### src/cbbsc_pkg.sv
// Constants, types and register map of the CAN bias control
package cbbsc_pkg;

   // Operating modes, set by software
   typedef enum logic [2:0] {
      CBBSC_MODE_NORMAL,
      CBBSC_MODE_SILENT,
      CBBSC_MODE_STANDBY,
      CBBSC_MODE_GO_TO_SLEEP,
      CBBSC_MODE_SLEEP
   } cbbsc_mode_t;

   // Bus bias states
   typedef enum logic [1:0] {
      CBBSC_BIAS_OFF,
      CBBSC_BIAS_AUTO_INACTIVE,
      CBBSC_BIAS_AUTO_ACTIVE,
      CBBSC_BIAS_ACTIVE
   } cbbsc_bias_t;

   // Bias level applied to the bus pins
   typedef enum logic [1:0] {
      CBBSC_LVL_FLOAT,
      CBBSC_LVL_GROUND,
      CBBSC_LVL_MID_2V5,
      CBBSC_LVL_HALF_CORE
   } cbbsc_level_t;

   // Supply indications from the analog comparators
   typedef struct packed {
      logic battery_undervoltage_falling;
      logic battery_undervoltage_rising;
      logic core_undervoltage_falling;
      logic core_undervoltage_rising;
      logic io_undervoltage_falling;
      logic io_undervoltage_rising;
   } cbbsc_supply_t;

   // Controls toward the bus driver and bias network
   typedef struct packed {
      logic         drive_dominant;
      cbbsc_level_t bias_level;
   } cbbsc_bus_ctl_t;

   // Register byte offsets
   localparam logic [3:0] CBBSC_REG_CTRL   = 4'h0;
   localparam logic [3:0] CBBSC_REG_STATUS = 4'h4;

   // Field positions
   localparam int CBBSC_CTRL_MODE_LSB  = 0;
   localparam int CBBSC_ST_BIAS_LSB    = 0;
   localparam int CBBSC_ST_CLAMP_BIT   = 2;
   localparam int CBBSC_ST_WAKE_BIT    = 3;
   localparam int CBBSC_ST_SILENT_BIT  = 4;
   localparam int CBBSC_ST_MODE_LSB    = 8;

   // Reset values
   localparam cbbsc_mode_t CBBSC_MODE_RST = CBBSC_MODE_STANDBY;
   localparam logic [31:0] CBBSC_RDATA_RST = 32'h0000_0000;

   // Clock rate and times in their own units
   localparam int CBBSC_CLK_MHZ          = 100;
   localparam int CBBSC_SILENCE_US       = 1000;
   localparam int CBBSC_WK_FILTER_NS     = 1000;
   localparam int CBBSC_WK_TIMEOUT_US    = 1000;

   // Cycle counts; filter is a least time, rounded up
   localparam int CBBSC_SILENCE_CYC = CBBSC_SILENCE_US * CBBSC_CLK_MHZ;
   localparam int CBBSC_WK_FILTER_CYC =
      (CBBSC_WK_FILTER_NS * CBBSC_CLK_MHZ + 999) / 1000;
   localparam int CBBSC_WK_TIMEOUT_CYC = CBBSC_WK_TIMEOUT_US * CBBSC_CLK_MHZ;

endpackage

### src/cbbsc_core.sv
// CAN bus bias state control with Avalon-MM register slave
// Notes on behaviour
// - Bias logic holds exactly one of four states
// - Battery falling undervoltage forces off, bus floating
// - Battery above rising threshold: off to autonomous inactive
// - Autonomous inactive biases bus pins to ground
// - Remote wake: bias 2.5 V, autonomous active
// - Low power, silence timeout: back to inactive
// - Leaving normal/silent picks state by bus inactivity
// - Core/IO falling undervoltage: active to autonomous active
// - Active request under undervoltage: inactive to active-auto
// - Normal with good supplies enters active state
// - Normal or silent means active, half-core bias
// - Transmit low before leaving standby blocks transmitter
// - Normal: transmit low drives dominant, else release
// - Silent: driver off, receiver on
// - Standby and sleep: driver off, autonomous bias
// - Dominant bus maps to low transmit and receive
// - Normal/silent: receive high for recessive bus
// - Standby: receive high, low while wake pending
// - Sleep: receive high, tri-state without supplies
// - Wake detection disabled in normal and silent
// - Wake is dominant, recessive, dominant, each filtered
//
// Decided for this implementation: the register offsets and register access over Avalon-MM.
`timescale 1ns/1ps

module cbbsc_core #(
   parameter int SILENCE_CYC    = cbbsc_pkg::CBBSC_SILENCE_CYC,
   parameter int WK_FILTER_CYC  = cbbsc_pkg::CBBSC_WK_FILTER_CYC,
   parameter int WK_TIMEOUT_CYC = cbbsc_pkg::CBBSC_WK_TIMEOUT_CYC
) (
   input  wire logic                      core_clk_i,     // System clock
   input  wire logic                      srst_i,         // Sync reset
   // Avalon-MM slave
   input  wire logic [3:0]                avs_address_i,  // Byte address
   input  wire logic                      avs_read_i,     // Read request
   input  wire logic                      avs_write_i,    // Write request
   input  wire logic [31:0]               avs_writedata_i,// Write data
   input  wire logic [3:0]                avs_byteenable_i,// Byte lanes
   output logic [31:0]                    avs_readdata_o, // Read data
   output logic                           avs_waitrequest_o,// Stall
   // Pins and analog indications
   input  wire logic                      txd_i,          // Transmit, low=dom
   input  wire logic                      bus_dominant_i, // Bus comparator
   input  wire cbbsc_pkg::cbbsc_supply_t  supply_i,       // Supply flags
   output logic                           rxd_o,          // Receive, low=dom
   output logic                           rxd_oe_o,       // Receive enable
   output cbbsc_pkg::cbbsc_bus_ctl_t      bus_ctl_o,      // Driver and bias
   output cbbsc_pkg::cbbsc_bias_t         bias_state_o,   // Bias state
   output logic                           transmit_clamp_fault_o // Clamp
);
   import cbbsc_pkg::*;
   localparam int SW = $clog2(SILENCE_CYC + 1);
   localparam int FW = $clog2(WK_FILTER_CYC + 1);
   localparam int TW = $clog2(WK_TIMEOUT_CYC + 1);
   localparam int NIN = 8;
   // Wake pattern detector states
   typedef enum logic [1:0] {
      WK_IDLE,
      WK_WAIT_REC,
      WK_WAIT_DOM
   } cbbsc_wk_t;
   // Three-stage synchronisers for every asynchronous input
   logic [NIN-1:0] async_in;
   logic [NIN-1:0] sync1_ff;
   logic [NIN-1:0] sync2_ff;
   logic [NIN-1:0] sync3_ff;
   logic [NIN-1:0] clean_ff;
   assign async_in = {txd_i, bus_dominant_i, supply_i};
   // Stage one feeds stage two only
   always_ff @(posedge core_clk_i) begin
      if (srst_i) begin
         sync1_ff <= '0;
         sync2_ff <= '0;
         sync3_ff <= '0;
      end else begin
         sync1_ff <= async_in;
         sync2_ff <= sync1_ff;
         sync3_ff <= sync2_ff;
      end
   end

   // A change counts only once stages two and three agree
   genvar gi;
   generate
      for (gi = 0; gi < NIN; gi++) begin : g_agree
         always_ff @(posedge core_clk_i) begin
            if (srst_i) begin
               clean_ff[gi] <= (gi == NIN - 1);
            end else if (sync2_ff[gi] == sync3_ff[gi]) begin
               clean_ff[gi] <= sync3_ff[gi];
            end
         end
      end
   endgenerate
   cbbsc_supply_t sup;
   logic          txd_s;
   logic          dom_s;
   assign sup   = clean_ff[5:0];
   assign dom_s = clean_ff[6];
   assign txd_s = clean_ff[7];
   // Supply summaries
   logic cio_fail;
   logic cio_good;
   assign cio_fail = sup.core_undervoltage_falling
                   | sup.io_undervoltage_falling;
   assign cio_good = sup.core_undervoltage_rising
                   & sup.io_undervoltage_rising & ~cio_fail;
   // Register state
   cbbsc_mode_t mode_ff;
   logic        ack_ff;
   logic [31:0] rdata_ff;
   logic        req;
   logic        wr_ok;
   assign req               = avs_read_i | avs_write_i;
   assign avs_waitrequest_o = req & ~ack_ff;
   assign avs_readdata_o    = rdata_ff;
   assign wr_ok = avs_write_i & ack_ff & (avs_address_i == CBBSC_REG_CTRL)
                & avs_byteenable_i[0];
   logic act_req;
   logic low_pwr;
   assign act_req = (mode_ff == CBBSC_MODE_NORMAL)
                  | (mode_ff == CBBSC_MODE_SILENT);
   assign low_pwr = ~act_req;
   // One wait state per access; the acknowledge lasts one cycle
   always_ff @(posedge core_clk_i) begin
      if (srst_i) begin
         ack_ff <= 1'b0;
      end else begin
         ack_ff <= req & ~ack_ff;
      end
   end
   // Mode register; unknown encodings are ignored
   logic [2:0] wr_mode;
   assign wr_mode = avs_writedata_i[CBBSC_CTRL_MODE_LSB +: 3];
   always_ff @(posedge core_clk_i) begin
      if (srst_i) begin
         mode_ff <= CBBSC_MODE_RST;
      end else if (wr_ok && wr_mode <= 3'(CBBSC_MODE_SLEEP)) begin
         mode_ff <= cbbsc_mode_t'(wr_mode);
      end
   end
   // Silence timer, restarted on bus change, saturating
   logic          dom_d_ff;
   logic [SW-1:0] sil_cnt_ff;
   logic          silence_expired;
   always_ff @(posedge core_clk_i) begin
      if (srst_i) begin
         dom_d_ff   <= 1'b0;
         sil_cnt_ff <= '0;
      end else begin
         dom_d_ff <= dom_s;
         if (dom_s != dom_d_ff) begin
            sil_cnt_ff <= '0;
         end else if (!silence_expired) begin
            sil_cnt_ff <= sil_cnt_ff + 1'b1;
         end
      end
   end
   assign silence_expired = (sil_cnt_ff >= SW'(SILENCE_CYC));
   // Wake filter: bus level held for the filter time
   logic [FW-1:0] flt_cnt_ff;
   logic          filt_dom;
   logic          filt_rec;
   always_ff @(posedge core_clk_i) begin
      if (srst_i) begin
         flt_cnt_ff <= '0;
      end else if (dom_s != dom_d_ff) begin
         flt_cnt_ff <= '0;
      end else if (flt_cnt_ff < FW'(WK_FILTER_CYC)) begin
         flt_cnt_ff <= flt_cnt_ff + 1'b1;
      end
   end
   assign filt_dom = (flt_cnt_ff >= FW'(WK_FILTER_CYC)) & dom_s;
   assign filt_rec = (flt_cnt_ff >= FW'(WK_FILTER_CYC)) & ~dom_s;
   // Wake pattern sequencer with overall timeout
   cbbsc_wk_t     wk_ff;
   logic [TW-1:0] wk_tmo_ff;
   logic          wake_det;
   logic          wk_expired;
   assign wk_expired = (wk_tmo_ff >= TW'(WK_TIMEOUT_CYC));
   always_ff @(posedge core_clk_i) begin
      if (srst_i || act_req) begin
         wk_ff     <= WK_IDLE;
         wk_tmo_ff <= '0;
      end else begin
         case (wk_ff)
            WK_IDLE: begin
               wk_tmo_ff <= '0;
               if (filt_dom) begin
                  wk_ff <= WK_WAIT_REC;
               end
            end
            WK_WAIT_REC: begin
               wk_tmo_ff <= wk_tmo_ff + 1'b1;
               if (wk_expired) begin
                  wk_ff <= WK_IDLE;
               end else if (filt_rec) begin
                  wk_ff <= WK_WAIT_DOM;
               end
            end
            WK_WAIT_DOM: begin
               wk_tmo_ff <= wk_tmo_ff + 1'b1;
               if (wk_expired || filt_dom) begin
                  wk_ff <= WK_IDLE;
               end
            end
            default: wk_ff <= WK_IDLE;
         endcase
      end
   end
   // Fires once on the second filtered dominant in time
   assign wake_det = (wk_ff == WK_WAIT_DOM) & filt_dom & ~wk_expired
                   & low_pwr;
   // Pending wake, kept until normal mode clears it
   logic wake_pending_ff;
   always_ff @(posedge core_clk_i) begin
      if (srst_i) begin
         wake_pending_ff <= 1'b0;
      end else if (wake_det) begin
         wake_pending_ff <= 1'b1;
      end else if (mode_ff == CBBSC_MODE_NORMAL) begin
         wake_pending_ff <= 1'b0;
      end
   end
   // Bias state machine
   cbbsc_bias_t bias_ff;
   cbbsc_bias_t nxt_bias;
   always_comb begin
      nxt_bias = bias_ff;
      if (sup.battery_undervoltage_falling) begin
         nxt_bias = CBBSC_BIAS_OFF;
      end else begin
         case (bias_ff)
            CBBSC_BIAS_OFF: begin
               if (sup.battery_undervoltage_rising) begin
                  nxt_bias = CBBSC_BIAS_AUTO_INACTIVE;
               end
            end
            CBBSC_BIAS_AUTO_INACTIVE: begin
               if (act_req && cio_fail) begin
                  nxt_bias = CBBSC_BIAS_AUTO_ACTIVE;
               end else if (act_req && cio_good) begin
                  nxt_bias = CBBSC_BIAS_ACTIVE;
               end else if (wake_det) begin
                  nxt_bias = CBBSC_BIAS_AUTO_ACTIVE;
               end
            end
            CBBSC_BIAS_AUTO_ACTIVE: begin
               if (act_req && cio_good) begin
                  nxt_bias = CBBSC_BIAS_ACTIVE;
               end else if (low_pwr && silence_expired) begin
                  nxt_bias = CBBSC_BIAS_AUTO_INACTIVE;
               end
            end
            CBBSC_BIAS_ACTIVE: begin
               if (cio_fail) begin
                  nxt_bias = CBBSC_BIAS_AUTO_ACTIVE;
               end else if (low_pwr && silence_expired) begin
                  nxt_bias = CBBSC_BIAS_AUTO_INACTIVE;
               end else if (low_pwr) begin
                  nxt_bias = CBBSC_BIAS_AUTO_ACTIVE;
               end
            end
            default: nxt_bias = CBBSC_BIAS_OFF;
         endcase
      end
   end
   // Single state register keeps the four states exclusive
   always_ff @(posedge core_clk_i) begin
      if (srst_i) begin
         bias_ff <= CBBSC_BIAS_OFF;
      end else begin
         bias_ff <= nxt_bias;
      end
   end
   // Clamp: transmit low on entering active blocks the driver
   logic clamp_ff;
   logic enter_act;
   assign enter_act = (nxt_bias == CBBSC_BIAS_ACTIVE)
                    & (bias_ff != CBBSC_BIAS_ACTIVE);
   always_ff @(posedge core_clk_i) begin
      if (srst_i) begin
         clamp_ff <= 1'b0;
      end else if (enter_act && !txd_s) begin
         clamp_ff <= 1'b1;
      end else if (txd_s || bias_ff != CBBSC_BIAS_ACTIVE) begin
         clamp_ff <= 1'b0; // Released once transmit returns high
      end
   end
   // Driver and bias; registered so pins never glitch
   logic         nxt_drive;
   cbbsc_level_t nxt_level;
   always_comb begin
      nxt_drive = (bias_ff == CBBSC_BIAS_ACTIVE)
                & (mode_ff == CBBSC_MODE_NORMAL)
                & ~clamp_ff & ~txd_s;
      case (bias_ff)
         CBBSC_BIAS_OFF:           nxt_level = CBBSC_LVL_FLOAT;
         CBBSC_BIAS_AUTO_INACTIVE: nxt_level = CBBSC_LVL_GROUND;
         CBBSC_BIAS_AUTO_ACTIVE:   nxt_level = CBBSC_LVL_MID_2V5;
         CBBSC_BIAS_ACTIVE:        nxt_level = CBBSC_LVL_HALF_CORE;
         default:                  nxt_level = CBBSC_LVL_FLOAT;
      endcase
   end
   // Receive pin per mode
   logic nxt_rxd;
   logic nxt_rxd_oe;
   always_comb begin
      nxt_rxd    = 1'b1;
      nxt_rxd_oe = 1'b1;
      case (mode_ff)
         CBBSC_MODE_NORMAL, CBBSC_MODE_SILENT: begin
            nxt_rxd = ~dom_s;
         end
         CBBSC_MODE_STANDBY: begin
            nxt_rxd = ~wake_pending_ff;
         end
         CBBSC_MODE_GO_TO_SLEEP, CBBSC_MODE_SLEEP: begin
            nxt_rxd_oe = ~sup.io_undervoltage_falling
                       & ~sup.battery_undervoltage_falling;
         end
         default: nxt_rxd = 1'b1;
      endcase
   end
   // Output flops
   always_ff @(posedge core_clk_i) begin
      if (srst_i) begin
         bus_ctl_o <= '{drive_dominant: 1'b0, bias_level: CBBSC_LVL_FLOAT};
         rxd_o     <= 1'b1;
         rxd_oe_o  <= 1'b0;
      end else begin
         bus_ctl_o.drive_dominant <= nxt_drive;
         bus_ctl_o.bias_level     <= nxt_level;
         rxd_o                    <= nxt_rxd;
         rxd_oe_o                 <= nxt_rxd_oe;
      end
   end

   assign bias_state_o           = bias_ff;
   assign transmit_clamp_fault_o = clamp_ff;

   // Read data captured in the wait cycle, stands at the ack edge
   logic [31:0] nxt_rdata;
   always_comb begin
      nxt_rdata = CBBSC_RDATA_RST;
      case (avs_address_i)
         CBBSC_REG_CTRL: nxt_rdata[CBBSC_CTRL_MODE_LSB +: 3] = mode_ff;
         CBBSC_REG_STATUS: begin
            nxt_rdata[CBBSC_ST_BIAS_LSB +: 2] = bias_ff;
            nxt_rdata[CBBSC_ST_CLAMP_BIT]     = clamp_ff;
            nxt_rdata[CBBSC_ST_WAKE_BIT]      = wake_pending_ff;
            nxt_rdata[CBBSC_ST_SILENT_BIT]    = silence_expired;
            nxt_rdata[CBBSC_ST_MODE_LSB +: 3] = mode_ff;
         end
         default: nxt_rdata = CBBSC_RDATA_RST; // Unmapped reads zero
      endcase
   end

   always_ff @(posedge core_clk_i) begin
      if (srst_i) begin
         rdata_ff <= CBBSC_RDATA_RST;
      end else if (avs_read_i && !ack_ff) begin
         rdata_ff <= nxt_rdata;
      end
   end

endmodule

### config.mk
export PLATFORM = sky130hd
export DESIGN_NAME = cbbsc_core
export DESIGN_NICKNAME = d
export VERILOG_FILES = /design/src/cbbsc_pkg.sv /design/src/cbbsc_core.sv
export SDC_FILE = /design/constraint.sdc
export NUM_CORES = 1
export LEC_CHECK = 0
export BUFFER_PORTS_ARGS = -buffer_cell sky130_fd_sc_hd__buf_2
export CAP_MARGIN = 20
export CORE_MARGIN = 2
export CORE_UTILIZATION = 54
export DETAILED_ROUTE_END_ITERATION = 6
export PLACE_DENSITY = 0.79
export SLEW_MARGIN = 20
export SYNTH_ARGS = -nofsm -noshare
export SYNTH_HDL_FRONTEND = slang
export SYNTH_SLANG_ARGS = --single-unit
### constraint.sdc
create_clock -name core_clk_i -period 2.2 [get_ports core_clk_i]
set_input_delay 0.66 -clock core_clk_i [delete_from_list [all_inputs] [get_ports core_clk_i]]
set_output_delay 0.66 -clock core_clk_i [all_outputs]
set_load 0.03 [all_outputs]
* Yosys cells after proc, flatten, opt, wreduce, memory -nomap -nowiden *
Cells that the tools add are included.

cells by class
  $add $sub $neg = 3
  order comparisons = 5
  equal/unequal tests = 24
  multiplexer cells = 27
  bitwise operators = 29
  reduce and logical (&&, ||, !) cells = 23

operators with widths
  cell                                                             count
  17-bit by 1-bit adder with 17-bit output, second input constant  2
  17-bit >= comparator, second input constant                      2
  17-bit one-hot mux with 2 select lines                           1
  2-bit two-way mux                                                15
  1-bit bitwise AND                                                16
  2-bit one-hot mux with 4 select lines                            2
  1-bit NOT                                                        10
  1-bit == test                                                    8
  2-bit == test, second input constant                             4
  2-bit OR reduction                                               4
  7-bit by 1-bit adder with 7-bit output, second input constant    1
  7-bit >= comparator, second input constant                       1
  7-bit < comparator, second input constant                        1
  3-bit by 2-bit == test with 1-bit output, second input constant  2
  1-bit logical AND                                                6
  2-bit inequality test, second input constant                     3
  2-bit one-hot mux with 3 select lines                            1
  3-bit one-hot mux with 2 select lines                            1
  2-bit nonzero test                                               3
  1-bit two-way mux                                                5
  2-bit by 1-bit == test with 1-bit output, second input constant  2
  4-bit by 3-bit == test with 1-bit output, second input constant  1
  2-bit logical NOT                                                2
  4-bit logical NOT                                                1
  other kinds (12)                                                 17

word-level totals
  register bits after elaboration = 97
  input bits = 52
  word-level logic and storage cells = 137

* Logic depth before layout (Yosys ltp) *
  depth in word-level cells = 14
  gate-level depth with buffers = 7

* Least setup slack after synthesis *
No wires, ideal clock.

  path kind = input to register
  from = input avs_address_i[1]
  to = register mode_ff[1]
  setup time = 0.120 ns
  arrival = 1.823 ns
  required time = 2.080 ns
  slack = 0.258 ns
  stages on the path = 4
  buffers on the path = 1
  path through = or4_1 > or2_0 > clkbuf_1 > a211o_1

between the ends
  word-level cells in the longest chain between the ends = 4

RTL lines
  item                  line               source
  start, declared       cbbsc_core.sv:36   input wire logic [3:0] avs_address_i,
  4-bit logical NOT     cbbsc_core.sv:119  assign wr_ok = avs_write_i & ack_ff & (avs_address_i == CBBSC_REG_CTRL)
  1-bit bitwise AND     cbbsc_core.sv:119
  1-bit bitwise AND     cbbsc_core.sv:120  & avs_byteenable_i[0];
  1-bit logical AND     cbbsc_core.sv:140  end else if (wr_ok && wr_mode <= 3'(CBBSC_MODE_SLEEP)) begin
  end signal, assigned  cbbsc_core.sv:141  mode_ff <= cbbsc_mode_t'(wr_mode);
  end, declared         cbbsc_core.sv:111  cbbsc_mode_t mode_ff;

No other way between the ends.
A chain may end at the register's enable or synchronous reset.

* Worst setup path in the final report *
  from = register sil_cnt_ff[11]
  to = register sil_cnt_ff[12]

between the ends
  word-level cells in the longest chain between the ends = 1
  elaborated cells between the ends (all ways) = 2

RTL lines
  item                                                                                     line                                  source
  start, declared                                                                          cbbsc_core.sv:146                     logic [SW-1:0] sil_cnt_ff;
  start signal, assigned                                                                   cbbsc_core.sv:157                     sil_cnt_ff <= sil_cnt_ff + 1'b1;
  17-bit by 1-bit adder with 17-bit output / 17-bit >= comparator (equally long branches)  cbbsc_core.sv:157, cbbsc_core.sv:161

Several ways; a longest one is shown, not always the timed one.

==> impl_metrics.csv <==
group,metric,value,unit
routing,drtPass1Iterations,5,
cts,clk-insertion-delay-late,0.37,ns
power,power_frac_comb,5.6,%
power,static-leakage-power,1.75,nW
sta,tightestPinTransition,0.580,ns
min_path,timing.hold.worst_path_depth,1,
synthesis,synth_largest_area_cell,"sky130_fd_sc_hd__dfxtp_1",
sta,fmax,0.509,GHz
sta,fin_tns_setup,0,ns
setup_path,path_delay_family,"compound AO/OA/AOI/OAI gates",
floorplan,chipWidth,92.6,µm
floorplan,core-area,7690,µm²
grt,grt_usage,19.4,%
cts,ctsRootBufferMaster,"sky130_fd_sc_hd__clkbuf_8",
synthesis,post_synth_design_cell_area,4240,µm²
cts,hold_buffers,0,
setup_path,critical_path_arrival,2.23,ns
routing,routed_via_density,5.28,
power,ir_drop,0.000616,V
power,clock_power_share,36.3,%
floorplan,die_y,92.6,µm
cells_and_area,insertedDiodeCount,0,
routing,antenna_violating_nets_post_route,0,
place,place_inst,602,
cts,post-cts-setup-buffer-count,0,
cts,tritoncts,"done",
synthesis,postSynthAreaPerCell,8.91,µm²
sta,drv_slew,0,
setup_path,worst_setup_path_start_kind,"register",
cells_and_area,drive_gt1_share,14.0,%
sta,fin_skew,0.0156,ns
synthesis,synth.top_cell.area_share,45.8,%
power,netSwitchingFraction,26.6,%
synthesis,synth-seq-cells,97,
setup_path,critical_path.endpoint_type,"register",
power,internal_power_component,2.28,mW
floorplan,pin_count,93,
sta,rsz_0062_raised_after_global_routing,"false",
sta,final.period_utilization,89.4,%
routing,wire_per_inst,12.9,µm
routing,routed_wirelength,8000,µm
setup_path,critical_path.max_stage_delay,0.41,ns
place,gp_congestion,0.790,
setup_path,crit_path_cell_trace,"nor4_2 -> o21ai_2 -> buf_4 -> a2111oi_2 -> xnor2_1 -> nor2_1",
synthesis,post_synth_inst_count,476,
grt,grt_antenna_before_repair,0,
job,max-cap-violations,0,
setup_path,ws_path_type,"reg -> reg",
grt,gr-total-overflow,0,
cts,cts_resized,0,
floorplan,placement_rows,32,
grt,wire_length_of_the_first_global_routing_pass,13400,µm
setup_path,worst_reg_to_reg_path_cell_count,6,
routing,via_count,3266,
cts,clk_path_buf_depth,2,
cts,tritoncts.num_buffers,9,
synthesis,synthesis.yosys.warnings,0,
setup_path,path_buf_inv,1,
routing,drc,0,
power,p_seq_share,58.1,%
sta,hold_violations,0,
setup_path,critical-path-slowest-cell,"sky130_fd_sc_hd__nor4_2",
cells_and_area,fin_util,60.5,%
place,port-buffer-count,36,
cts,cts.sink_count,97,
synthesis,count_of_flip_flops_with_a_built_in_enable_after_synthesis,0,
cells_and_area,layoutNonFillerInstCount,618,
grt,number_of_global_route_vias_before_repair,2994,
place,post-dp-hpwl,5680,µm
place,pre_cts_ws,0.148,ns
synthesis,asyncSetResetFlopFracSynth,0,%
routing,detail_route.iter0.violations,193,
setup_path,critical_path.max_fanout,10,
sta,setup_ws,0.234,ns
floorplan,initial_utilization,55.2,%
power,power.density_cell_area,669,nW/µm²
synthesis,dominantRegCellSynth,"sky130_fd_sc_hd__dfxtp_1",
synthesis,synth_cell_types,55,
sta,relSlewSlack,61.3,%
synthesis,seq_area_frac_synth,45.8,%
cts,cts.clk_slew.worst_paths,0.10,ns
cells_and_area,nets,573,
cts,cts.htree.levels,3,
floorplan,design.die.area,8580,µm²
setup_path,reg2reg_setup_slack,0.23,ns
power,power_switching,826,µW
synthesis,synth.area.top_cells,"sky130_fd_sc_hd__dfxtp_1, sky130_fd_sc_hd__nor2_1, sky130_fd_sc_hd__buf_4",
grt,largest_net_degree_at_the_start_of_global_routing,47,
status,outcome,"completed",
sta,min_period,1.97,ns
setup_path,cp.required,2.46,ns
cells_and_area,syn_to_final_growth,9.65,%
sta,setup_viol,0,
min_path,min_path_type,"reg -> reg",
setup_path,path_depth,6,
==> cell usage in the layout (no fill, tap or decap), types with 5 or more instances in the layout <==
cell type / count
sky130_fd_sc_hd__nand2_1: 38
sky130_fd_sc_hd__nor2b_1: 27
sky130_fd_sc_hd__o21ai_0: 15
sky130_fd_sc_hd__a2111oi_2: 5
sky130_fd_sc_hd__nor2_1: 72
sky130_fd_sc_hd__ha_1: 10
sky130_fd_sc_hd__inv_1: 15
sky130_fd_sc_hd__xor2_1: 13
sky130_fd_sc_hd__dfxtp_1: 97
sky130_fd_sc_hd__nand4_1: 7
sky130_fd_sc_hd__nor4_1: 5
sky130_fd_sc_hd__clkbuf_8: 9
sky130_fd_sc_hd__nor3_1: 5
sky130_fd_sc_hd__nand3_1: 13
sky130_fd_sc_hd__a22oi_1: 5
sky130_fd_sc_hd__a21oi_1: 20
sky130_fd_sc_hd__buf_2: 36
sky130_fd_sc_hd__buf_4: 8
sky130_fd_sc_hd__conb_1: 24
sky130_fd_sc_hd__xnor2_1: 19
==> cell families after synthesis <==
group	after synthesis	share of synthesized area [%]
buf+inv	59	7.52
mux	5	1.21
compound gates	80	13.6
fa+ha+maj	10	2.95
other cells	1	0.0884
flops	97	45.8
simple gates	192	22.2
xor+xnor	32	6.61
==> synth_stat cells, types with 3 or more instances <==
library cell / n
sky130_fd_sc_hd__o211ai_1: 4
sky130_fd_sc_hd__clkbuf_1: 17
sky130_fd_sc_hd__mux2i_1: 4
sky130_fd_sc_hd__nand3_1: 13
sky130_fd_sc_hd__o21ai_0: 15
sky130_fd_sc_hd__nand4_1: 7
sky130_fd_sc_hd__or4_1: 3
sky130_fd_sc_hd__dfxtp_1: 97
sky130_fd_sc_hd__xor2_1: 13
sky130_fd_sc_hd__nor4_1: 5
sky130_fd_sc_hd__nand2_1: 38
sky130_fd_sc_hd__buf_4: 24
sky130_fd_sc_hd__and4_1: 3
sky130_fd_sc_hd__a211oi_1: 4
sky130_fd_sc_hd__xnor2_1: 19
sky130_fd_sc_hd__ha_1: 10
sky130_fd_sc_hd__a222oi_1: 3
sky130_fd_sc_hd__nor2b_1: 27
sky130_fd_sc_hd__o2111ai_1: 3
sky130_fd_sc_hd__a2111oi_2: 5
sky130_fd_sc_hd__and3_1: 4
sky130_fd_sc_hd__nor3_1: 5
sky130_fd_sc_hd__nor2_1: 72
sky130_fd_sc_hd__inv_1: 15
sky130_fd_sc_hd__a22oi_1: 5
sky130_fd_sc_hd__a21oi_1: 20
==> routing by layer <==
| metal | part of all wire, % | wire, µm | track usage (%) |
|---|---|---|---|
| met2 | 50 | 3970 | 32.5 |
| met3 | 3.7 | 292 | 5.29 |
| met4 | 1.3 | 104 | 7.23 |
| met1 | 45 | 3630 | 23.9 |
| met5 | 0 | 0 | 0 |
==> power groups by stage <==
stage | Clock, mW | Combinational [mW] | Sequential (mW)
floorplan | 0 | 0.164 | 1.84
global placement | 0 | 0.168 | 1.84
detailed placement | 0 | 0.173 | 1.85
CTS | 1.15 | 0.174 | 1.81
global route | 1.22 | 0.192 | 1.81
finish | 1.13 | 0.175 | 1.81
==> registers in the layout, indices dropped and copies added (netlist names), 2 cells and up <==
signal and count:
sil_cnt_ff 17, wk_tmo_ff 17, avs_readdata_o 8, sync1_ff 8, sync2_ff 8, sync3_ff 8, flt_cnt_ff 7, clean_ff 6
bus_ctl_o 3, mode_ff 3, bias_state_o 2, wk_ff 2
==> worst register-to-register path, cell delays in order (launching register included) <==
cell and delay, ns:
sky130_fd_sc_hd__dfxtp_1 0.37, sky130_fd_sc_hd__nor4_2 0.41, sky130_fd_sc_hd__o21ai_2 0.25, sky130_fd_sc_hd__buf_4 0.24, sky130_fd_sc_hd__a2111oi_2 0.38, sky130_fd_sc_hd__xnor2_1 0.17
sky130_fd_sc_hd__nor2_1 0.05
==> metrics by stage <==
stage          hold slack (ns)  total power, mW  instance area, µm²
2_1_floorplan            0.414             2.01                4330
3_3_place_gp             0.417             2.01                4450
3_5_place_dp             0.421             2.02                4450
4_1_cts                  0.446             3.13                4650
5_1_grt                  0.467             3.23                4650
6_report                 0.445             3.11                4650
==> worst paths after layout <==
path | end | startpoint
max | sil_cnt_ff[12] | sil_cnt_ff[11]
min reg2reg | sync2_ff[2] | sync1_ff[2]
max reg2reg | sil_cnt_ff[12] | sil_cnt_ff[11]
min | sync2_ff[2] | sync1_ff[2]
==> layout make-up <==
class / instances / area [µm²]
multi-input cells: 343 / 2070
fillers: 671 / 3040
flip-flops and latches: 97 / 1940
repair buffers: 45 / 260
clock buffers: 9 / 124
well taps: 102 / 128
inverters: 15 / 56.3
clock inverters: 7 / 73.8
(Power assumes the default switching activity.)
